`src/logic/wcr_pkg.sv`:
```
// Shared constants, register map and types for the watchdog, clock and reset block
package wcr_pkg;

	// ----------------------------------------------------------------
	// Timing
	// ----------------------------------------------------------------
	localparam int unsigned PCLK_HZ         = 25_000_000;
	localparam int unsigned WDT_OSC_HZ      = 32_000;
	localparam int unsigned WDT_BASE_MS     = 18;
	localparam int unsigned STAB_MS         = 18;
	localparam int unsigned WDT_DEFAULT_MS  = 144;
	localparam int unsigned WDT_BASE_TICKS  = (WDT_BASE_MS * WDT_OSC_HZ + 999) / 1000;
	localparam int unsigned STAB_TICKS      = (STAB_MS * WDT_OSC_HZ + 999) / 1000;
	localparam int unsigned CNT_W           = 16;

	// ----------------------------------------------------------------
	// Register indices (byte address is four times the index)
	// ----------------------------------------------------------------
	localparam int unsigned ADDR_W          = 12;
	localparam logic [7:0]  IDX_STATUS      = 8'h03;
	localparam logic [7:0]  IDX_OPTION      = 8'h81;
	localparam logic [7:0]  IDX_OSC_CTRL    = 8'h88;
	localparam logic [7:0]  IDX_WDT_CTRL    = 8'h89;
	localparam logic [7:0]  IDX_COMMAND     = 8'h8A;

	// ----------------------------------------------------------------
	// Reset values, masks and field positions
	// ----------------------------------------------------------------
	localparam logic [7:0]  OPTION_RESET    = 8'h7B;
	localparam logic [7:0]  OPTION_MASK     = 8'h7F;
	localparam logic [7:0]  OSC_CTRL_RESET  = 8'h60;
	localparam logic [7:0]  OSC_CTRL_MASK   = 8'h70;
	localparam logic [7:0]  WDT_CTRL_RESET  = 8'h00;
	localparam logic [7:0]  WDT_CTRL_MASK   = 8'h01;
	localparam int unsigned OSC_DIV_LSB     = 4;
	localparam int unsigned WDT_EN_BIT      = 0;
	localparam int unsigned CMD_CLEAR_BIT   = 0;
	localparam int unsigned CMD_STOP_BIT    = 1;
	localparam int unsigned ST_TO_BIT       = 4;
	localparam int unsigned ST_PD_BIT       = 3;
	localparam logic [2:0]  DIV_LF_CODE     = 3'h0;
	localparam logic [10:0] FETCH_RESET     = 11'h000;

	// ----------------------------------------------------------------
	// Types
	// ----------------------------------------------------------------
	typedef enum logic [1:0]
	{
		WCR_POWER_WAIT = 2'b00,
		WCR_INIT       = 2'b01,
		WCR_OSC_START  = 2'b10,
		WCR_RUN        = 2'b11
	} wcr_seq_t;

	typedef struct packed
	{
		logic overflow_flag;
		logic sleep_flag;
	} wcr_flags_t;

	typedef struct packed
	{
		logic [3:0] other;
		logic       prescaler_owner_select;
		logic [2:0] prescale_ratio;
	} wcr_option_t;

	// ----------------------------------------------------------------
	// Helpers
	// ----------------------------------------------------------------
	function automatic logic [7:0] wcr_pow2_mask(input logic [3:0] n);
		logic [8:0] one_hot;
		one_hot = 9'h001 << n;
		return 8'(one_hot - 9'h001);
	endfunction

endpackage

```
`src/logic/wcr_clk_div.sv`:
```
// System clock divider and four-phase instruction timing
`timescale 1ns/10ps
module wcr_clk_div
	import wcr_pkg::*;
(
	input  wire logic       pclk,
	input  wire logic       presetn,
	input  wire logic       run,
	input  wire logic [2:0] clock_divide_select,
	input  wire logic       osc_16mhz,
	input  wire logic       lf_tick,
	output logic            sys_tick,
	output logic            phase_one_clock,
	output logic            phase_four_clock
);

	// ----------------------------------------------------------------
	// Divide ratio
	// ----------------------------------------------------------------
	logic [7:0] div_cnt_reg;
	logic [1:0] phase_reg;
	logic [3:0] div_shift;
	logic [7:0] div_last;
	logic       lf_mode;
	logic       tick_next;

	// Code 111 is /1; an 8 MHz source needs one extra halving
	assign div_shift = {1'b0, 3'h7 - clock_divide_select} + {3'h0, ~osc_16mhz};
	assign div_last  = wcr_pow2_mask(div_shift);
	assign lf_mode   = (clock_divide_select == DIV_LF_CODE);
	// The >= keeps a ratio change mid-count from skipping a whole wrap
	assign tick_next = run & (lf_mode ? lf_tick : (div_cnt_reg >= div_last));

	// ----------------------------------------------------------------
	// Counter and phases
	// ----------------------------------------------------------------
	always_ff @(posedge pclk or negedge presetn)
	begin
		if (!presetn)
			div_cnt_reg <= 8'h00;
		else if (!run || tick_next)
			div_cnt_reg <= 8'h00;
		else
			div_cnt_reg <= div_cnt_reg + 8'h01;
	end

	// Phase parks at four so the first tick after start is phase one
	always_ff @(posedge pclk or negedge presetn)
	begin
		if (!presetn)
		begin
			phase_reg        <= 2'h3;
			sys_tick         <= 1'b0;
			phase_one_clock  <= 1'b0;
			phase_four_clock <= 1'b0;
		end
		else
		begin
			sys_tick         <= tick_next;
			phase_one_clock  <= tick_next & (phase_reg == 2'h3);
			phase_four_clock <= tick_next & (phase_reg == 2'h2);
			if (!run)
				phase_reg <= 2'h3;
			else if (tick_next)
				phase_reg <= phase_reg + 2'h1;
		end
	end

endmodule

```
`src/logic/wcr_watchdog_ctrl.sv`:
```
// Watchdog, shared scaler, reset sequencer and APB registers
`timescale 1ns/10ps
module wcr_watchdog_ctrl
	import wcr_pkg::*;
#(
	parameter int unsigned BASE_TICKS = WDT_BASE_TICKS,
	parameter int unsigned HOLD_TICKS = STAB_TICKS
)
(
	input  wire logic              pclk,
	input  wire logic              presetn,
	input  wire logic              psel,
	input  wire logic              penable,
	input  wire logic              pwrite,
	input  wire logic [ADDR_W-1:0] paddr,
	input  wire logic [31:0]       pwdata,
	output logic      [31:0]       prdata,
	output logic                   pready,
	output logic                   pslverr,
	input  wire logic              wdt_osc_pin,
	input  wire logic              low_voltage_reset,
	input  wire logic              cfg_watchdog_force,
	input  wire logic              cfg_osc_16mhz,
	input  wire logic              timer_tick,
	input  wire logic              timer_written,
	output logic                   timer_scaled_tick,
	output logic                   core_reset_n,
	output logic                   watchdog_reset_event,
	output logic      [10:0]       fetch_addr,
	output logic                   sys_tick,
	output logic                   phase_one_clock,
	output logic                   phase_four_clock
);

	localparam logic [CNT_W-1:0] BASE_LAST = CNT_W'(BASE_TICKS - 1);
	localparam logic [CNT_W-1:0] HOLD_LAST = CNT_W'(HOLD_TICKS - 1);

	// ----------------------------------------------------------------
	// Pin synchronisers
	// ----------------------------------------------------------------
	logic [2:0] osc_sync_reg;
	logic [2:0] lvr_sync_reg;
	logic       osc_level_reg;
	logic       lvr_level_reg;
	logic       osc_agree;
	logic       lvr_agree;
	logic       osc_tick;

	assign osc_agree = (osc_sync_reg[1] == osc_sync_reg[2]);
	assign lvr_agree = (lvr_sync_reg[1] == lvr_sync_reg[2]);
	// Rising edge of the filtered oscillator level
	assign osc_tick  = osc_agree & osc_sync_reg[2] & ~osc_level_reg;

	always_ff @(posedge pclk or negedge presetn)
	begin
		if (!presetn)
		begin
			osc_sync_reg  <= 3'h0;
			lvr_sync_reg  <= 3'h0;
			osc_level_reg <= 1'b0;
			lvr_level_reg <= 1'b0;
		end
		else
		begin
			osc_sync_reg <= {osc_sync_reg[1:0], wdt_osc_pin};
			lvr_sync_reg <= {lvr_sync_reg[1:0], low_voltage_reset};
			if (osc_agree)
				osc_level_reg <= osc_sync_reg[2];
			if (lvr_agree)
				lvr_level_reg <= lvr_sync_reg[2];
		end
	end

	// ----------------------------------------------------------------
	// Registers and APB decode
	// ----------------------------------------------------------------
	wcr_option_t option_reg;
	logic [7:0]  osc_ctrl_reg;
	logic [7:0]  wdt_ctrl_reg;
	wcr_flags_t  flags_reg;
	wcr_seq_t    seq_reg;
	wcr_seq_t    seq_next;

	logic [7:0]  reg_index;
	logic        addr_ok;
	logic        hit_status;
	logic        hit_option;
	logic        hit_osc;
	logic        hit_wdt;
	logic        hit_cmd;
	logic        mapped;
	logic        setup_phase;
	logic        write_fire;
	logic [7:0]  rd_byte;
	logic [7:0]  status_byte;
	logic        regs_init;
	logic        clear_op;
	logic        stop_op;
	logic        clear_any;

	assign reg_index   = paddr[9:2];
	assign addr_ok     = (paddr[1:0] == 2'h0) & (paddr[ADDR_W-1:10] == 2'h0);
	assign hit_status  = addr_ok & (reg_index == IDX_STATUS);
	assign hit_option  = addr_ok & (reg_index == IDX_OPTION);
	assign hit_osc     = addr_ok & (reg_index == IDX_OSC_CTRL);
	assign hit_wdt     = addr_ok & (reg_index == IDX_WDT_CTRL);
	assign hit_cmd     = addr_ok & (reg_index == IDX_COMMAND);
	assign mapped      = hit_status | hit_option | hit_osc | hit_wdt | hit_cmd;
	assign setup_phase = psel & ~penable;
	assign write_fire  = psel & penable & pwrite & pready & ~pslverr;

	assign status_byte = (8'(flags_reg.overflow_flag) << ST_TO_BIT)
		| (8'(flags_reg.sleep_flag) << ST_PD_BIT);
	assign rd_byte     = hit_status ? status_byte :
		hit_option ? (option_reg & OPTION_MASK) :
		hit_osc ? (osc_ctrl_reg & OSC_CTRL_MASK) :
		hit_wdt ? (wdt_ctrl_reg & WDT_CTRL_MASK) : 8'h00;

	// Register defaults return while the sequencer is in the power-wait or init state
	assign regs_init   = (seq_reg == WCR_INIT) | (seq_reg == WCR_POWER_WAIT);
	assign clear_op    = write_fire & hit_cmd & pwdata[CMD_CLEAR_BIT];
	assign stop_op     = write_fire & hit_cmd & pwdata[CMD_STOP_BIT];
	assign clear_any   = clear_op | stop_op;

	// Zero-wait slave: data and error are prepared in the setup cycle
	always_ff @(posedge pclk or negedge presetn)
	begin
		if (!presetn)
		begin
			prdata  <= 32'h0000_0000;
			pready  <= 1'b0;
			pslverr <= 1'b0;
		end
		else
		begin
			pready <= 1'b1;
			if (setup_phase)
			begin
				prdata  <= {24'h00_0000, pwrite ? 8'h00 : rd_byte};
				pslverr <= ~mapped;
			end
		end
	end

	always_ff @(posedge pclk or negedge presetn)
	begin
		if (!presetn)
		begin
			option_reg   <= OPTION_RESET;
			osc_ctrl_reg <= OSC_CTRL_RESET;
			wdt_ctrl_reg <= WDT_CTRL_RESET;
		end
		else if (regs_init)
		begin
			option_reg   <= OPTION_RESET;
			osc_ctrl_reg <= OSC_CTRL_RESET;
			wdt_ctrl_reg <= WDT_CTRL_RESET;
		end
		else if (write_fire)
		begin
			if (hit_option)
				option_reg <= pwdata[7:0] & OPTION_MASK;
			if (hit_osc)
				osc_ctrl_reg <= pwdata[7:0] & OSC_CTRL_MASK;
			if (hit_wdt)
				wdt_ctrl_reg <= pwdata[7:0] & WDT_CTRL_MASK;
		end
	end

	// ----------------------------------------------------------------
	// Watchdog counter and shared scaler
	// ----------------------------------------------------------------
	logic [CNT_W-1:0] base_cnt_reg;
	logic [7:0]       scaler_reg;
	logic             owner_wdt;
	logic             wdt_active;
	logic             base_ovf;
	logic [7:0]       wdt_last;
	logic [7:0]       tmr_last;
	logic             scaler_wrap;
	logic             wdt_fire;
	logic             tmr_step;

	assign owner_wdt   = option_reg.prescaler_owner_select;
	// Force bit overrides the software enable; counting only while running
	assign wdt_active  = (cfg_watchdog_force | wdt_ctrl_reg[WDT_EN_BIT])
		& (seq_reg == WCR_RUN);
	assign base_ovf    = wdt_active & osc_tick & (base_cnt_reg == BASE_LAST);
	assign wdt_last    = wcr_pow2_mask({1'b0, option_reg.prescale_ratio});
	assign tmr_last    = wcr_pow2_mask({1'b0, option_reg.prescale_ratio} + 4'h1);
	assign scaler_wrap = scaler_reg == (owner_wdt ? wdt_last : tmr_last);
	// Without the scaler the watchdog runs 1:1; a clear in the same cycle wins
	assign wdt_fire    = base_ovf & (~owner_wdt | scaler_wrap) & ~clear_any;
	assign tmr_step    = ~owner_wdt & timer_tick & (seq_reg == WCR_RUN);

	always_ff @(posedge pclk or negedge presetn)
	begin
		if (!presetn)
			base_cnt_reg <= '0;
		else if (regs_init || clear_any)
			base_cnt_reg <= '0;
		else if (wdt_active && osc_tick)
			base_cnt_reg <= (base_cnt_reg == BASE_LAST) ? '0 : base_cnt_reg + 1'b1;
	end

	// A single counter: whichever side owns it is the only one that steps it
	always_ff @(posedge pclk or negedge presetn)
	begin
		if (!presetn)
			scaler_reg <= 8'h00;
		else if (regs_init)
			scaler_reg <= 8'h00;
		else if (owner_wdt && clear_any)
			scaler_reg <= 8'h00;
		else if (!owner_wdt && timer_written)
			scaler_reg <= 8'h00;
		else if ((owner_wdt && base_ovf) || tmr_step)
			scaler_reg <= scaler_wrap ? 8'h00 : scaler_reg + 8'h01;
	end

	always_ff @(posedge pclk or negedge presetn)
	begin
		if (!presetn)
		begin
			timer_scaled_tick    <= 1'b0;
			watchdog_reset_event <= 1'b0;
		end
		else
		begin
			timer_scaled_tick    <= owner_wdt ? timer_tick : (tmr_step & scaler_wrap);
			watchdog_reset_event <= wdt_fire;
		end
	end

	// ----------------------------------------------------------------
	// Status flags
	// ----------------------------------------------------------------
	// Flags survive the init state so software can read the reset cause
	always_ff @(posedge pclk or negedge presetn)
	begin
		if (!presetn)
			flags_reg <= '{overflow_flag: 1'b1, sleep_flag: 1'b1};
		else if (lvr_level_reg)
			flags_reg <= '{overflow_flag: 1'b1, sleep_flag: 1'b1};
		else if (wdt_fire)
			flags_reg.overflow_flag <= 1'b0;
		else if (stop_op)
			flags_reg <= '{overflow_flag: 1'b1, sleep_flag: 1'b0};
		else if (clear_op)
			flags_reg <= '{overflow_flag: 1'b1, sleep_flag: 1'b1};
	end

	// ----------------------------------------------------------------
	// Reset sequencer
	// ----------------------------------------------------------------
	logic [CNT_W-1:0] hold_cnt_reg;
	logic             hold_done;

	assign hold_done = osc_tick & (hold_cnt_reg == HOLD_LAST);

	always_comb
	begin
		seq_next = seq_reg;
		unique case (seq_reg)
			WCR_POWER_WAIT:
				if (!lvr_level_reg)
					seq_next = WCR_INIT;
			WCR_INIT:
				seq_next = WCR_OSC_START;
			WCR_OSC_START:
				if (hold_done)
					seq_next = WCR_RUN;
			WCR_RUN:
				seq_next = WCR_RUN;
		endcase
		if (lvr_level_reg)
			seq_next = WCR_POWER_WAIT;
		else if (wdt_fire)
			seq_next = WCR_INIT;
	end

	// Oscillator timing means the hold is only as exact as the RC source
	always_ff @(posedge pclk or negedge presetn)
	begin
		if (!presetn)
			hold_cnt_reg <= '0;
		else if (seq_reg != WCR_OSC_START)
			hold_cnt_reg <= '0;
		else if (osc_tick)
			hold_cnt_reg <= hold_cnt_reg + 1'b1;
	end

	always_ff @(posedge pclk or negedge presetn)
	begin
		if (!presetn)
		begin
			seq_reg      <= WCR_POWER_WAIT;
			core_reset_n <= 1'b0;
		end
		else
		begin
			seq_reg      <= seq_next;
			core_reset_n <= (seq_next == WCR_RUN);
		end
	end

	// ----------------------------------------------------------------
	// Clock divider and fetch address
	// ----------------------------------------------------------------
	wcr_clk_div u_clk_div
	(
		.pclk                (pclk),
		.presetn             (presetn),
		.run                 (seq_reg == WCR_RUN),
		.clock_divide_select (osc_ctrl_reg[OSC_DIV_LSB +: 3]),
		.osc_16mhz           (cfg_osc_16mhz),
		.lf_tick             (osc_tick),
		.sys_tick            (sys_tick),
		.phase_one_clock     (phase_one_clock),
		.phase_four_clock    (phase_four_clock)
	);

	always_ff @(posedge pclk or negedge presetn)
	begin
		if (!presetn)
			fetch_addr <= FETCH_RESET;
		else if (seq_next != WCR_RUN)
			fetch_addr <= FETCH_RESET;
		else if (phase_one_clock)
			fetch_addr <= fetch_addr + 11'h001;
	end

endmodule

```
`config.mk`:
```
export PLATFORM = sky130hd
export DESIGN_NAME = wcr_watchdog_ctrl
export DESIGN_NICKNAME = d
export VERILOG_FILES = /design/src/logic/wcr_pkg.sv /design/src/logic/wcr_clk_div.sv /design/src/logic/wcr_watchdog_ctrl.sv
export SDC_FILE = /design/constraint.sdc
export NUM_CORES = 1
export LEC_CHECK = 0
export BUFFER_PORTS_ARGS = -buffer_cell sky130_fd_sc_hd__buf_2
export CAP_MARGIN = 20
export CORE_AREA = 2 2 113 159
export CTS_CLUSTER_DIAMETER = 150
export CTS_CLUSTER_SIZE = 20
export DETAILED_ROUTE_END_ITERATION = 6
export DIE_AREA = 0 0 115 161
export HOLD_SLACK_MARGIN = 0.08
export SETUP_SLACK_MARGIN = 0.02
export SYNTH_ARGS = -nofsm -noshare
export SYNTH_HDL_FRONTEND = slang
export SYNTH_HIERARCHICAL = 1
export SYNTH_SLANG_ARGS = --single-unit
```
`constraint.sdc`:
```
create_clock -name pclk -period 3.3 [get_ports pclk]
set_input_delay 0.66 -clock pclk [delete_from_list [all_inputs] [get_ports pclk]]
set_output_delay 0.66 -clock pclk [all_outputs]
set_load 0.005 [all_outputs]
```
# After elaboration in Yosys (flattened, before gate mapping)
# Index checks and enable logic that the tools add are counted.
[op_classes] mux=41 eq_ne=20 bitwise=44 n_addsub=12 n_shift=3 n_div=0 mul=0 magnitude_cmp=1 n_reduce_logical=27
[ops] operator="16-bit two-way mux" n=5
[ops] operator="7-bit two-way mux" n=10
[ops] operator="8-bit two-way mux" n=7
[ops] operator="16-bit by 1-bit adder with 16-bit output, second input constant" n=2
[ops] operator="16-bit by 10-bit equality test with 1-bit output, second input constant" n=2
[ops] operator="8-bit equality test, second input constant" n=4
[ops] operator="1-bit bitwise AND" n=28
[ops] operator="8-bit by 1-bit subtractor with 8-bit output, second input constant" n=3
[ops] operator="11-bit two-way mux" n=2
[ops] operator="8-bit by 1-bit adder with 8-bit output, second input constant" n=2
[ops] operator="2-bit two-way mux" n=8
[ops] operator="1-bit by 4-bit << shifter with 8-bit output, first input constant" n=2
[ops] operator="2-bit nonzero test" n=7
[ops] operator="11-bit by 1-bit adder with 11-bit output, second input constant" n=1
[ops] operator="2-bit equality test, second input constant" n=5
[ops] operator="8-bit by 2-bit equality test with 1-bit output, second input constant" n=1
[ops] operator="8-bit equality test" n=1
[ops] operator="8-bit greater-or-equal comparator" n=1
[ops] operator="1-bit two-way mux" n=8
[ops] operator="2-bit inequality test, second input constant" n=4
[ops] operator="1-bit bitwise OR" n=8
[ops] operator="2-bit case mux with 4 select lines" n=1
[ops] operator="2-bit AND reduction" n=4
[ops] operator="4-bit nonzero test" n=2
[ops] operator="15 further kinds" n=30
[word_totals] output_inout_bits=51 ram_bits=0 mem_bits_ro=0 latchBits=0 input_bits=55 ff_bits=104 memories=0

# Depth between registers and ports, before layout
# Gate-level depths: netlist of the first run.
[depth] word_depth=13 mapped_depth=16

# Hierarchy
# The synthesis of the first run kept the hierarchy.
[modules_own_cells] mod="wcr_watchdog_ctrl" instances=1 cells_each=525 seq_area_each_um2=2164.6 area_each_um2=4927.2
[modules_own_cells] mod="wcr_clk_div" instances=1 cells_each=96 seq_area_each_um2=327.8 area_each_um2=940.9

# Worst setup path after synthesis of the first run
# No wires, ideal clock.
[synth_path] path_type="input port to flip-flop" from="in cfg_osc_16mhz" to="reg u_clk_div.phase_four_clock" arrival_ns=3.238 t_required_ns=3.180 setup_slack_ns=-0.057 stages=16 cell_sequence="inv_1 > ha_1 > ha_1 > xnor2_1 > nor2_1 > nand3b_1 > ha_1 > nor2_1 > mux2_2 > a32oi_1 > ha_1 > nand2_1 > o211ai_1 > a31oi_4 > nor2_2 > and3_1"
[synth_via] elab_chain_len=8
[synth_rtl] item="from (decl)" line_no="wcr_watchdog_ctrl.sv:23" source="input wire logic cfg_osc_16mhz,"
[synth_rtl] item="1-bit inverter" line_no="wcr_clk_div.sv:28" source="assign div_shift = {1'b0, 3'h7 - clock_divide_select} + {3'h0, ~osc_16mhz};"
[synth_rtl] item="3-bit by 1-bit adder with 4-bit output" line_no="wcr_clk_div.sv:28"
[synth_rtl] item="1-bit by 4-bit << shifter with 8-bit output" line_no="wcr_pkg.sv:73" source="one_hot = 9'h001 << n;"
[synth_rtl] item="8-bit by 1-bit subtractor with 8-bit output" line_no="wcr_pkg.sv:74" source="return 8'(one_hot - 9'h001);"
[synth_rtl] item="8-bit greater-or-equal comparator" line_no="wcr_clk_div.sv:32" source="assign tick_next = run & (lf_mode ? lf_tick : (div_cnt_reg >= div_last));"
[synth_rtl] item="1-bit two-way mux" line_no="wcr_clk_div.sv:32"
[synth_rtl] item="1-bit bitwise AND" line_no="wcr_clk_div.sv:32"
[synth_rtl] item="1-bit bitwise AND" line_no="wcr_clk_div.sv:61" source="phase_four_clock <= tick_next & (phase_reg == 2'h2);"
[synth_rtl] item="to (signal assigned)" line_no="wcr_clk_div.sv:61"
[synth_rtl] item="to (decl)" line_no="wcr_clk_div.sv:14" source="output logic phase_four_clock"
# Every way passes these cells.
# A chain may end at the register's enable or synchronous reset.

# Final worst setup path of the first run
[layout_path] from="reg option_reg[0] (netlist bit)" to="reg fetch_addr[8]"
[layout_via] elab_chain_len=12
[layout_rtl] item="from (decl)" line_no="wcr_watchdog_ctrl.sv:77" source="wcr_option_t option_reg;"
[layout_rtl] item="from (signal assigned)" line_no="wcr_watchdog_ctrl.sv:162" source="option_reg <= pwdata[7:0] & OPTION_MASK;"
[layout_rtl] item="3-bit by 1-bit adder with 4-bit output" line_no="wcr_watchdog_ctrl.sv:190" source="assign tmr_last = wcr_pow2_mask({1'b0, option_reg.prescale_ratio} + 4'h1);"
[layout_rtl] item="1-bit by 4-bit << shifter with 8-bit output" line_no="wcr_pkg.sv:73"
[layout_rtl] item="8-bit by 1-bit subtractor with 8-bit output" line_no="wcr_pkg.sv:74"
[layout_rtl] item="8-bit two-way mux *" line_no="wcr_watchdog_ctrl.sv:191" source="assign scaler_wrap = scaler_reg == (owner_wdt ? wdt_last : tmr_last);"
[layout_rtl] item="8-bit equality test *" line_no="wcr_watchdog_ctrl.sv:191"
[layout_rtl] item="1-bit bitwise OR *" line_no="wcr_watchdog_ctrl.sv:193" source="assign wdt_fire = base_ovf & (~owner_wdt | scaler_wrap) & ~clear_any;"
[layout_rtl] item="1-bit bitwise AND * (2 in a row)" line_no="wcr_watchdog_ctrl.sv:193"
[layout_rtl] item="2-bit two-way mux *" line_no="wcr_watchdog_ctrl.sv:278" source="else if (wdt_fire)"
[layout_rtl] item="2-bit two-way mux *" line_no="wcr_watchdog_ctrl.sv:276" source="if (lvr_level_reg)"
[layout_rtl] item="2-bit inequality test *" line_no="wcr_watchdog_ctrl.sv:327" source="else if (seq_next != WCR_RUN)"
[layout_rtl] item="11-bit two-way mux or 2-bit nonzero test (tied branches)"
[layout_rtl] item="to (signal assigned)" line_no="wcr_watchdog_ctrl.sv:330" source="fetch_addr <= fetch_addr + 11'h001;"
[layout_rtl] item="to (decl)" line_no="wcr_watchdog_ctrl.sv:29" source="output logic [10:0] fetch_addr,"
# Mark *: on every way between the ends. The rest lies on a longest branch, timed or not.

==> results of run 1 <==
[power by group through the flow]
stage | clock network [W] | logic, W | registers [W]
3_3_place_gp | 0 | 0.000352 | 0.00129
4_1_cts | 0.00125 | 0.000357 | 0.00127
2_1_floorplan | 0 | 0.000236 | 0.00128
6_report | 0.00123 | 0.000352 | 0.00127
5_1_grt | 0.00130 | 0.000399 | 0.00127
3_5_place_dp | 0 | 0.000357 | 0.00129
[worst max-delay path, cell delays in order (launching register included)]
cell and delay, ns:
dfstp_2 0.54, ha_1 0.18, buf_4 0.13, nand3b_1 0.10, nand2_1 0.11, a22oi_2 0.08
ha_1 0.24, o2111a_2 0.18, nor2_4 0.13, xnor3_1 0.32, or4_4 0.54, o32ai_4 0.16
buf_12 0.20, nor3_1 0.07
[area by class of cell]
type | instances | area (um^2)
clock buffers | 9 | 225
clock inverters | 7 | 123
fillers | 1728 | 10200
inverters | 25 | 93.8
multi-input cells | 478 | 3150
flip-flops and latches | 99 | 2490
well taps | 206 | 258
repair buffers | 88 | 538
[synthesized netlist by cell type, types with 9 or more instances]
| cell type | number | area (um^2) |
|---|---|---|
| nor4_1 | 9 | 56.3 |
| a21oi_1 | 15 | 75.1 |
| dfrtp_1 | 87 | 2180 |
| nand2b_1 | 10 | 62.6 |
| mux2i_1 | 13 | 130 |
| nand4_1 | 12 | 75.1 |
| clkbuf_1 | 10 | 37.5 |
| xnor2_1 | 13 | 114 |
| and3_1 | 19 | 119 |
| nor3_2 | 9 | 90.1 |
| or3_1 | 9 | 56.3 |
| xor2_1 | 29 | 254 |
| nor2_1 | 59 | 221 |
| nor3_1 | 17 | 85.1 |
| o21ai_0 | 29 | 145 |
| inv_1 | 25 | 93.8 |
| dfstp_2 | 12 | 315 |
| ha_1 | 21 | 263 |
| nand3_1 | 24 | 120 |
| nand2_1 | 59 | 221 |
| buf_4 | 25 | 188 |
[logic make-up (layout without fill, tap and decap cells)]
| kind of cell | count (synthesis) | after routing | synth area share, % |
|---|---|---|---|
| xor+xnor | 43 | 43 | 6.65 |
| compound gates | 101 | 101 | 12.3 |
| mux | 16 | 16 | 2.79 |
| simple gates | 270 | 270 | 24.6 |
| buf+inv | 68 | 129 | 6.35 |
| fa+ha+maj | 22 | 22 | 4.65 |
| other cells | 2 | 26 | 0.128 |
| flops | 99 | 99 | 42.5 |
[worst max path at each step]
stage	start	cells past startpoint	end
global placement	cfg_osc_16mhz	16	u_clk_div/phase_four_clock
CTS	option_reg[0]	11	fetch_addr[8]
detailed placement	cfg_osc_16mhz	17	u_clk_div/div_cnt_reg[4]
global route	cfg_osc_16mhz	17	u_clk_div/div_cnt_reg[0]
floorplan	cfg_osc_16mhz	16	u_clk_div/phase_four_clock
finish	option_reg[0]	13	fetch_addr[8]
[cell usage in the layout, fill, tap and decap left out, drive strengths merged, types with 4 or more instances in the layout]
| master | count |
|---|---|
| a21oi | 15 |
| a32oi | 4 |
| and3 | 19 |
| buf | 88 |
| clkbuf | 9 |
| conb | 26 |
| dfrtp | 87 |
| dfstp | 12 |
| ha | 21 |
| inv | 27 |
| mux2i | 13 |
| nand2 | 60 |
| nand2b | 11 |
| nand3 | 24 |
| nand3b | 6 |
| nand4 | 12 |
| nor2 | 64 |
| nor2b | 7 |
| nor3 | 26 |
| nor4 | 9 |
| o211ai | 6 |
| o21ai | 33 |
| o221ai | 5 |
| or2 | 6 |
| or3 | 9 |
| xnor2 | 13 |
| xor2 | 29 |
[per-stage QoR]
step / area (um^2) / TNS, ns / power, W / util [%] / hold WS (ns)
2_1_floorplan: 5970 / 0 / 0.00152 / - / 0.331
3_3_place_gp: 6480 / -2.00 / 0.00164 / 37.9 / 0.336
3_5_place_dp: 6480 / -2.34 / 0.00165 / 37.9 / 0.336
4_1_cts: 6830 / 0 / 0.00288 / 39.9 / 0.352
5_1_grt: 6880 / 0 / 0.00297 / 40.2 / 0.354
6_report: 6880 / 0 / 0.00285 / 40.2 / 0.348
[routing by layer]
layer / vias up / wire (um) / GRT usage, % / share of wire (%)
met4: 0 / 424 / 6.35 / 3.3
met5: - / 0 / 0 / 0
met2: 61 / 6740 / 25.5 / 52
li1: 2327 / - / - / -
met3: 33 / 226 / 2.18 / 1.7
met1: 2251 / 5570 / 17.8 / 43
==> results.md, run 1 <==
- Initial antenna violation count: 0
- RSZ-0062 raised after global routing: no
- Cells after Synth: 621
- Placed Cells: 896
- Num CTS Buffers: 9
- Via/cell ratio: 5.12
- Switching power: 0.000739 W
- DRC: 0
- Worst Tran Pin Value: 0.837 ns
- Total clock sinks: 99
- Sequential fraction of design power: 44.5%
- Endpoint with the worst hold slack: osc_sync_reg[1]
- Max Buffers Root-to-Sink: 2
- FF+latch count, synth: 99
- H-tree levels: 3
- FF-to-FF Start: option_reg[0]
- Clk_lat worst skew: 0.35 ns
- Global-route usage over all layers: 14.6%
- Final setup viols: 0
- Tcrit/Tclk final: 93.7%
- Worst path arrival time: 3.32 ns
- Syn-to-layout area delta: 17.2%
- First-pass GRT wire length: 21.9 mm
- Pre-CTS WS: -0.212 ns
- Largest net degree at the start of global routing: 65
- R2r setup slk: 0.21 ns
- Post-synth EDFFs: 0
- Setup crit start kind: flop
- Static Leak: 3.02 nW
- Hold_sp: osc_sync_reg[0]
- Peak fanout along the critical path: 13
- DRT Pass-1 Iters: 6
- Tmin final: 3.09 ns
- Slew headroom: 44.2%
- Seq/Total Area, Yosys: 42.5%
- Synthesis Warnings: 6
- CP endpoint kind: flop
- Die outline area: 0.0185 mm^2
- Nets@finish: 777
- Syn Std Cell Area: 0.00587 mm^2
- # diodes: 0
- Sw Share: 26.0%
- Cell area power density: 414 mW/mm^2
- Ports: 106
- Final ANT Viol Nets: 0
- Final GP Congestion: 0.812
- Initial Utilization: 34.3%
- Hold depth: 0
- Synth cell types: 74
- Post-CTS sizing: 0
- Clock slew at the register clock pins of the worst setup and hold paths: 0.07 ns
- Die Y: 161 um
- Total grt overflow: 0
- Clk pwr share: 43.1%
- CP required: 3.53 ns
- Async SR Flop Fraction: 100%
- HPWL after DPL: 9.61 mm
- Hold Crit Class: flop to flop
- Pint: 0.00211 W
- VDD IR max: 0.215 mV
- Detailed Route Iter0 Violations: 196
- Max-cap violation count: 0
- Port buffer count: 55
- Max-slew violation count: 0
- Register-to-Register Path Depth: 13
- Die X-Extent: 115 um
- Worst R2R End: fetch_addr[8]
- CTS tree: done
- Comb power frac: 12.4%
- Cell Count, Final, Fillers Out: 912
- Core area: 0.0171 mm^2
- Hold buffer count at cts: 0
- Skew final: 0.0117 ns
- Max Freq: 323 MHz
- Total length of routed wires: 13.0 mm
- Post-CTS setup buffers: 0
- Core Rows: 57
- Ys flop type: dfrtp_1
- Routed vias: 4,672
- WS Path Type: flop to flop
- Clock root buffer: clkbuf_16
- Fraction of layout cells with a size suffix above 1: 22.7%
- Status: finished, final reports clean
- Number of global-route vias before repair: 4,547
- WL/cell: 14.2 um
- Final Worst Setup Slack: 0.208 ns
- Hold Fails Final Rpt: 0
- Synthesized area per cell: 9.45 um^2
No activity file was read; power rests on OpenSTA's default activity.
==> inputs of run 2 (changes only) <==
--- a/config.mk
+++ b/config.mk
@@ -5,13 +5,14 @@
 export SDC_FILE = /design/constraint.sdc
 export NUM_CORES = 1
 export LEC_CHECK = 0
+export ABC_AREA = 1
 export BUFFER_PORTS_ARGS = -buffer_cell sky130_fd_sc_hd__buf_2
 export CAP_MARGIN = 20
-export CORE_AREA = 2 2 113 159
+export CORE_AREA = 2 2 112 158
 export CTS_CLUSTER_DIAMETER = 150
 export CTS_CLUSTER_SIZE = 20
 export DETAILED_ROUTE_END_ITERATION = 6
-export DIE_AREA = 0 0 115 161
+export DIE_AREA = 0 0 114 160
 export HOLD_SLACK_MARGIN = 0.08
 export SETUP_SLACK_MARGIN = 0.02
 export SYNTH_ARGS = -nofsm -noshare
==> results.md, run 2 <==
- Status: finished, final reports clean
- CP endpoint kind: flop
- Largest net degree at the start of global routing: 54
- Total length of routed wires: 12.2 mm
- H-tree levels: 3
- Synth top area cells: dfrtp_1 (38%), nand2_1 (8.0%), inv_1 (6.2%), nor2_1 (5.5%), dfstp_2 (5.4%)
- WL/cell: 12.3 um
- Ys flop type: dfrtp_1
- DRT Pass-1 Iters: 4
- Initial antenna violation count: 0
- Tcrit/Tclk final: 91.5%
- Count leader, synth: nand2_1
- Final GP Congestion: 0.812
- Number of global-route vias before repair: 4,567
- Total grt overflow: 0
- R2r setup slk: 0.28 ns
- Cells after Synth: 719
- Sw Share: 33.8%
- RSZ-0062 raised after global routing: yes
- Slew headroom: 59.6%
- Num CTS Buffers: 9
- DRC: 0
- Synthesized area per cell: 8.05 um^2
- Worst Tran Pin Value: 0.606 ns
- Die X-Extent: 114 um
- Routed vias: 4,697
- CTS tree: done
- Clock slew at the register clock pins of the worst setup and hold paths: 0.07 ns
- Die Y: 160 um
- Most common cell after layout, fill and taps aside: nand2_1
- Core Rows: 57
- Detailed Route Iter0 Violations: 273
- Most frequent cells in the layout: nand2_1 (124), inv_1 (95), dfrtp_1 (87), nor2_1 (85), buf_2 (54)
- Worst R2R End: fetch_addr[3]
- HPWL after DPL: 9.19 mm
- Post-synth EDFFs: 0
- Clock root buffer: clkbuf_16
- Port buffer count: 55
- Comb power frac: 29.3%
- Hold Crit Class: input port to asynchronous set/reset pin
- Setup_tns: 0 ns
- Pint: 0.00237 W
- Syn Std Cell Area: 0.00579 mm^2
- First-pass GRT wire length: 20.8 mm
- Total clock sinks: 99
- CP required: 3.52 ns
- Ports: 106
- Synth cell count leaders: nand2_1 (124), inv_1 (95), dfrtp_1 (87)
- Fraction of layout cells with a size suffix above 1: 17.0%
- Setup crit start kind: flop
- Skew final: 0.0107 ns
- Worst path arrival time: 3.25 ns
- Hold buffer count at cts: 0
- Clk_lat worst skew: 0.34 ns
- Clk pwr share: 31.5%
- Minimum hold slack: 0.329 ns
- Initial Utilization: 34.1%
- Core area: 0.0170 mm^2
- Global-route usage over all layers: 13.9%
- Switching power: 0.00121 W
- Final ANT Viol Nets: 0
- VDD IR max: 0.230 mV
- Max-cap violation count: 0
- Max Freq: 331 MHz
- FF-to-FF Start: option_reg[1]
- Tmin final: 3.02 ns
- # diodes: 0
- Synth top area share: 37.6%
- Cell area power density: 545 mW/mm^2
- FF+latch count, synth: 99
- Nets@finish: 858
- Sequential fraction of design power: 39.2%
- Hold Fails Final Rpt: 0
- Die outline area: 0.0182 mm^2
- Peak fanout along the critical path: 6
- Synth cell types: 51
- Static Leak: 3.17 nW
- Register-to-Register Path Depth: 20
- Syn-to-layout area delta: 13.3%
- WS Path Type: flop to flop
- Synthesis Warnings: 6
- Final setup viols: 0
- Via/cell ratio: 4.73
- Seq/Total Area, Yosys: 43.1%
- Async SR Flop Fraction: 100%
- Max-slew violation count: 0
- Yosys top cell by area: dfrtp_1
- Max Buffers Root-to-Sink: 2
run 2: cell count changes after synthesis, moves of 11 or more:
cell,before,now
a21oi_1,15,29
and3_1,19,1
inv_1,25,95
mux2i_1,13,1
nand2_1,59,124
nand3_1,24,40
nor2_1,59,85
nor2_2,3,14
xor2_1,29,18
run 2: final cells by class:
class,instances,area (um^2)
fill,1765,10400
inverter,102,385
timing repair buffer,61,335
clock buffer,11,243
sequential,99,2490
tap,206,258
clock inverter,5,77.6
multi-input combinational,509,2770
run 2: per-stage QoR:
step	power, W	cell area, um^2	worst slack (ns)	std cells	util (%)
final	0.00357	6560	0.279	993	38.6
after global routing	0.00384	6560	0.0290	993	38.6
after CTS	0.00360	6540	0.150	992	38.5
after detailed placement	0.00246	6220	0.130	976	36.6
after global placement	0.00245	6220	0.145	976	36.6
after floorplan	0.00224	5880	0.453	743	-
run 2: worst max path at each step:
stage,startpoint,end,slack (ns),depth (start not counted)
3_3_place_gp,cfg_osc_16mhz,u_clk_div/phase_reg[1],0.15,21
3_5_place_dp,cfg_osc_16mhz,u_clk_div/phase_reg[1],0.13,21
5_1_grt,option_reg[1],fetch_addr[3],0.03,20
2_1_floorplan,cfg_osc_16mhz,u_clk_div/phase_reg[1],0.45,20
4_1_cts,option_reg[1],fetch_addr[8],0.15,20
6_report,option_reg[1],fetch_addr[3],0.28,20
run 2: power by group through the flow:
stage               Combinational, W  Clock (W)  Sequential, W
CTS                          0.00104    0.00116        0.00140
global route                 0.00122    0.00120        0.00141
global placement             0.00103          0        0.00142
floorplan                   0.000845          0        0.00139
detailed placement           0.00104          0        0.00142
finish                       0.00105    0.00113        0.00140
run 2: metal layers:
layer  routed length, um  global-route usage (%)  vias up
met5                   0                       0        -
met4                 230                    4.93        0
met3                 273                    1.71       14
met2                6570                    25.9       71
met1                5140                    16.1     2187
li1                    -                       -     2425
run 2: critical path, stage by stage (launching register included):
cell     delay, ns
dfstp_2       0.56
ha_1          0.25
inv_1         0.06
nand2_1       0.04
nand2_1       0.11
nand2_1       0.08
inv_1         0.09
nand3_1       0.10
ha_1          0.32
xor2_1        0.15
nand2_1       0.07
nor2_1        0.09
nand2_1       0.06
nor2_1        0.08
nand2_1       0.06
nor2_2        0.08
nand3_2       0.14
nand2_2       0.11
nand3_2       0.17
nand3_2       0.23
nor2_2        0.05
run 2: logic make-up after synthesis:
group	Yosys count	synth area share (%)
and+or+nand+nor	336	27.4
AOI/OAI and AO/OA	96	9.23
adders and majority gates	22	4.71
other	2	0.130
xor gates and xnor gates	26	4.07
buffers and inverters	136	11.0
DFF	99	43.1
muxes	2	0.368
run 2: repair_timing:
item                       4_1_cts  5_1_grt
resized for setup                0        1
setup buffers                    0        0
hold endpoints to repair         0        0
setup endpoints to repair        0       12
==> inputs of run 3 (changes only) <==
--- a/config.mk
+++ b/config.mk
@@ -8,14 +8,14 @@
 export ABC_AREA = 1
 export BUFFER_PORTS_ARGS = -buffer_cell sky130_fd_sc_hd__buf_2
 export CAP_MARGIN = 20
-export CORE_AREA = 2 2 112 158
-export CTS_CLUSTER_DIAMETER = 150
+export CORE_AREA = 2 2 113 159
+export CTS_CLUSTER_DIAMETER = 80
 export CTS_CLUSTER_SIZE = 20
 export DETAILED_ROUTE_END_ITERATION = 6
-export DIE_AREA = 0 0 114 160
+export DIE_AREA = 0 0 115 161
 export HOLD_SLACK_MARGIN = 0.08
 export SETUP_SLACK_MARGIN = 0.02
+export SLEW_MARGIN = 20
 export SYNTH_ARGS = -nofsm -noshare
 export SYNTH_HDL_FRONTEND = slang
-export SYNTH_HIERARCHICAL = 1
 export SYNTH_SLANG_ARGS = --single-unit
==> results.md, run 3 <==
- Status: finished, final reports clean
- Minimum hold slack: 0.289 ns
- # diodes: 0
- Cells after Synth: 735
- Reg area: 0.00250 mm^2
- Total grt overflow: 0
- Max Freq: 330 MHz
- Max-slew violation count: 0
- Via/cell ratio: 4.77
- Async SR Flop Fraction: 100%
- Slew headroom: 57.2%
- Count leader, synth: nand2_1
- Yosys top cell by area: dfrtp_1
- Critical path buffer and inverter count: 1
- Num CTS Buffers: 9
- Crit-path slowest cell: dfstp_2
- Tmin final: 3.03 ns
- Synth top area share: 36.9%
- Seq/Total Area, Yosys: 42.3%
- Final ANT Viol Nets: 0
- DRT Pass-1 Iters: 4
- Syn-to-layout area delta: 15.3%
- Hold buffer count at cts: 0
- Crit-path cells: ha_2 -> o21ai_4 -> nand2_2 -> nor2_2 -> inv_1 -> ha_1 -> xor2_1 -> nand2_1 -> nor2_1 -> nand2_1 -> nor2_1 -> nand3_1 -> nor2_2 -> nand3_4 -> nand2_4 -> nand3_4 -> nand3_4 -> nor2_4 -> nand2_1 -> nand2_1
- FF+latch count, synth: 99
- H-tree levels: 3
- Initial antenna violation count: 0
- Final setup viols: 0
- CP endpoint kind: flop
- Final instance area: 0.00680 mm^2
- Most common cell after layout, fill and taps aside: nand2_1
- Post-synth EDFFs: 0
- Detailed Route Iter0 Violations: 262
- Core area: 0.0171 mm^2
- RSZ-0062 raised after global routing: no
- Fill count: 1,797
- Final GP Congestion: 0.859
- Number of global-route vias before repair: 4,837
- Cell mode on critical path: nand2_1
- Multi-input combinational cell area: 0.00289 mm^2
- Peak fanout along the critical path: 5
- Hold Crit Class: input port to asynchronous set/reset pin
- First-pass GRT wire length: 21.7 mm
- Port buffer count: 55
- Total length of routed wires: 12.7 mm
- Routed vias: 4,868
- WS Path Type: flop to flop
- Static Leak: 3.16 nW
- Setup crit start kind: flop
- Total clock sinks: 99
- Hold Fails Final Rpt: 0
- Die X-Extent: 115 um
- Die outline area: 0.0185 mm^2
- CP max stage delay: 0.55 ns
- DRC: 0
- Placed Area: 0.00644 mm^2
- CTS tree: done
- Max Buffers Root-to-Sink: 2
- Clock root buffer: clkbuf_16
- Syn Std Cell Area: 0.00589 mm^2
- Synth top area cells: dfrtp_1 (37%), nand2_1 (7.3%), inv_1 (6.9%), nor2_1 (5.5%), dfstp_2 (5.4%)
- Global-route usage over all layers: 14.4%
- Ys flop type: dfrtp_1
- Tcrit/Tclk final: 91.9%
- Most frequent cells in the layout: nand2_1 (115), inv_1 (108), dfrtp_1 (87), nor2_1 (85), buf_2 (54)
- Synth cell types: 51
- Core Rows: 57
- Ports: 106
- CP required: 3.53 ns
- Cell area power density: 514 mW/mm^2
- HPWL after DPL: 9.90 mm
- Worst Tran Pin Value: 0.636 ns
- WL/cell: 12.5 um
- Largest net degree at the start of global routing: 60
- VDD IR max: 0.275 mV
- Clock slew at the register clock pins of the worst setup and hold paths: 0.07 ns
- Synthesis Warnings: 0
- Max-cap violation count: 0
- CP top delay family: simple AND/OR/NAND/NOR gates
- Clk_lat worst skew: 0.34 ns
- Initial Utilization: 34.4%
- Nets@finish: 886
- Synth cell count leaders: nand2_1 (115), inv_1 (109), dfrtp_1 (87)
- Worst path arrival time: 3.27 ns
- Fraction of layout cells with a size suffix above 1: 18.7%
- Synthesized area per cell: 8.02 um^2
- Die Y: 161 um
- Skew final: 0.00753 ns
==> run 3: cell types whose count changed in the layout (fill, tap and decap cells not counted), sizes merged, moves of 6 or more <==
cell	delta
nor2	-6
nand4	-6
nor3	+14
inv	+12
a21oi	+21
buf	+11
==> run 3: metal layers <==
metal  vias up  global-route usage [%]  part of all wire (%)  wire length, um
li1       2494                       -                     -                -
met1      2284                    16.3                    41             5260
met2        72                    27.0                    54             6870
met3        18                    1.76                   2.5              318
met4         0                    5.37                   2.3              291
met5         -                       0                     0                0
==> run 3: kinds of logic (layout without fill, tap and decap cells) <==
kind of cell | Yosys count | in the layout | synth area share [%]
multiplexers | 1 | 1 | 0.191
adder cells (fa/ha/maj) | 22 | 22 | 4.63
flip-flops | 99 | 99 | 42.3
AO/OA/AOI/OAI | 113 | 113 | 11.0
AND/OR/NAND/NOR | 331 | 331 | 27.5
buffers and inverters | 147 | 203 | 11.3
XOR/XNOR | 20 | 20 | 2.97
other | 2 | 26 | 0.127
==> run 3: area by class of cell <==
class / count / area share [%]
Multi-Input combinational cell: 513 / 42.5
Clock inverter: 4 / 0.755
Tap cell: 206 / 3.79
Sequential cell: 99 / 36.7
Clock buffer: 12 / 3.63
Inverter: 115 / 6.46
Timing Repair Buffer: 72 / 6.15
==> run 3: what timing repair did <==
item / in CTS / in global routing
setup endpoints to repair: 0 / 18
hold endpoints to repair: 0 / 0
setup buffers: 0 / 2
gates resized for setup: 0 / 13
==> run 3: report_power, final <==
group | internal, W | switching [W] | leakage, nW
Combinational | 0.000397 | 0.000664 | 1.70
Clock | 0.000609 | 0.000449 | 0.143
Sequential | 0.00130 | 0.0000727 | 1.31
==> run 3: final timing paths <==
| check | from | end | slack [ns] | cells past startpoint |
|---|---|---|---|---|
| worst max-delay path | option_reg[0] | fetch_addr[9] | 0.27 | 20 |
| worst min-delay path | presetn | fetch_addr[8] | 0.29 | 1 |
| worst max register to register | option_reg[0] | fetch_addr[9] | 0.27 | 20 |
| worst min register to register | osc_sync_reg[0] | osc_sync_reg[1] | 0.35 | 0 |
| max in group asynchronous | presetn | osc_ctrl_reg[5] | 2.26 | 2 |
| min in group pclk | osc_sync_reg[0] | osc_sync_reg[1] | 0.35 | 0 |
==> run 3: metrics by stage <==
| step | TNS, ns | cells | worst slack (ns) | util (%) | power, W |
|---|---|---|---|---|---|
| 2_1_floorplan | 0 | 759 | 0.0625 | - | 0.00216 |
| 3_3_place_gp | -1.24 | 1003 | -0.171 | 37.6 | 0.00243 |
| 3_5_place_dp | -1.52 | 1003 | -0.199 | 37.6 | 0.00244 |
| 4_1_cts | 0 | 1019 | 0.110 | 39.4 | 0.00351 |
| 5_1_grt | 0 | 1021 | 0.0281 | 39.7 | 0.00373 |
| 6_report | 0 | 1021 | 0.266 | 39.7 | 0.00349 |
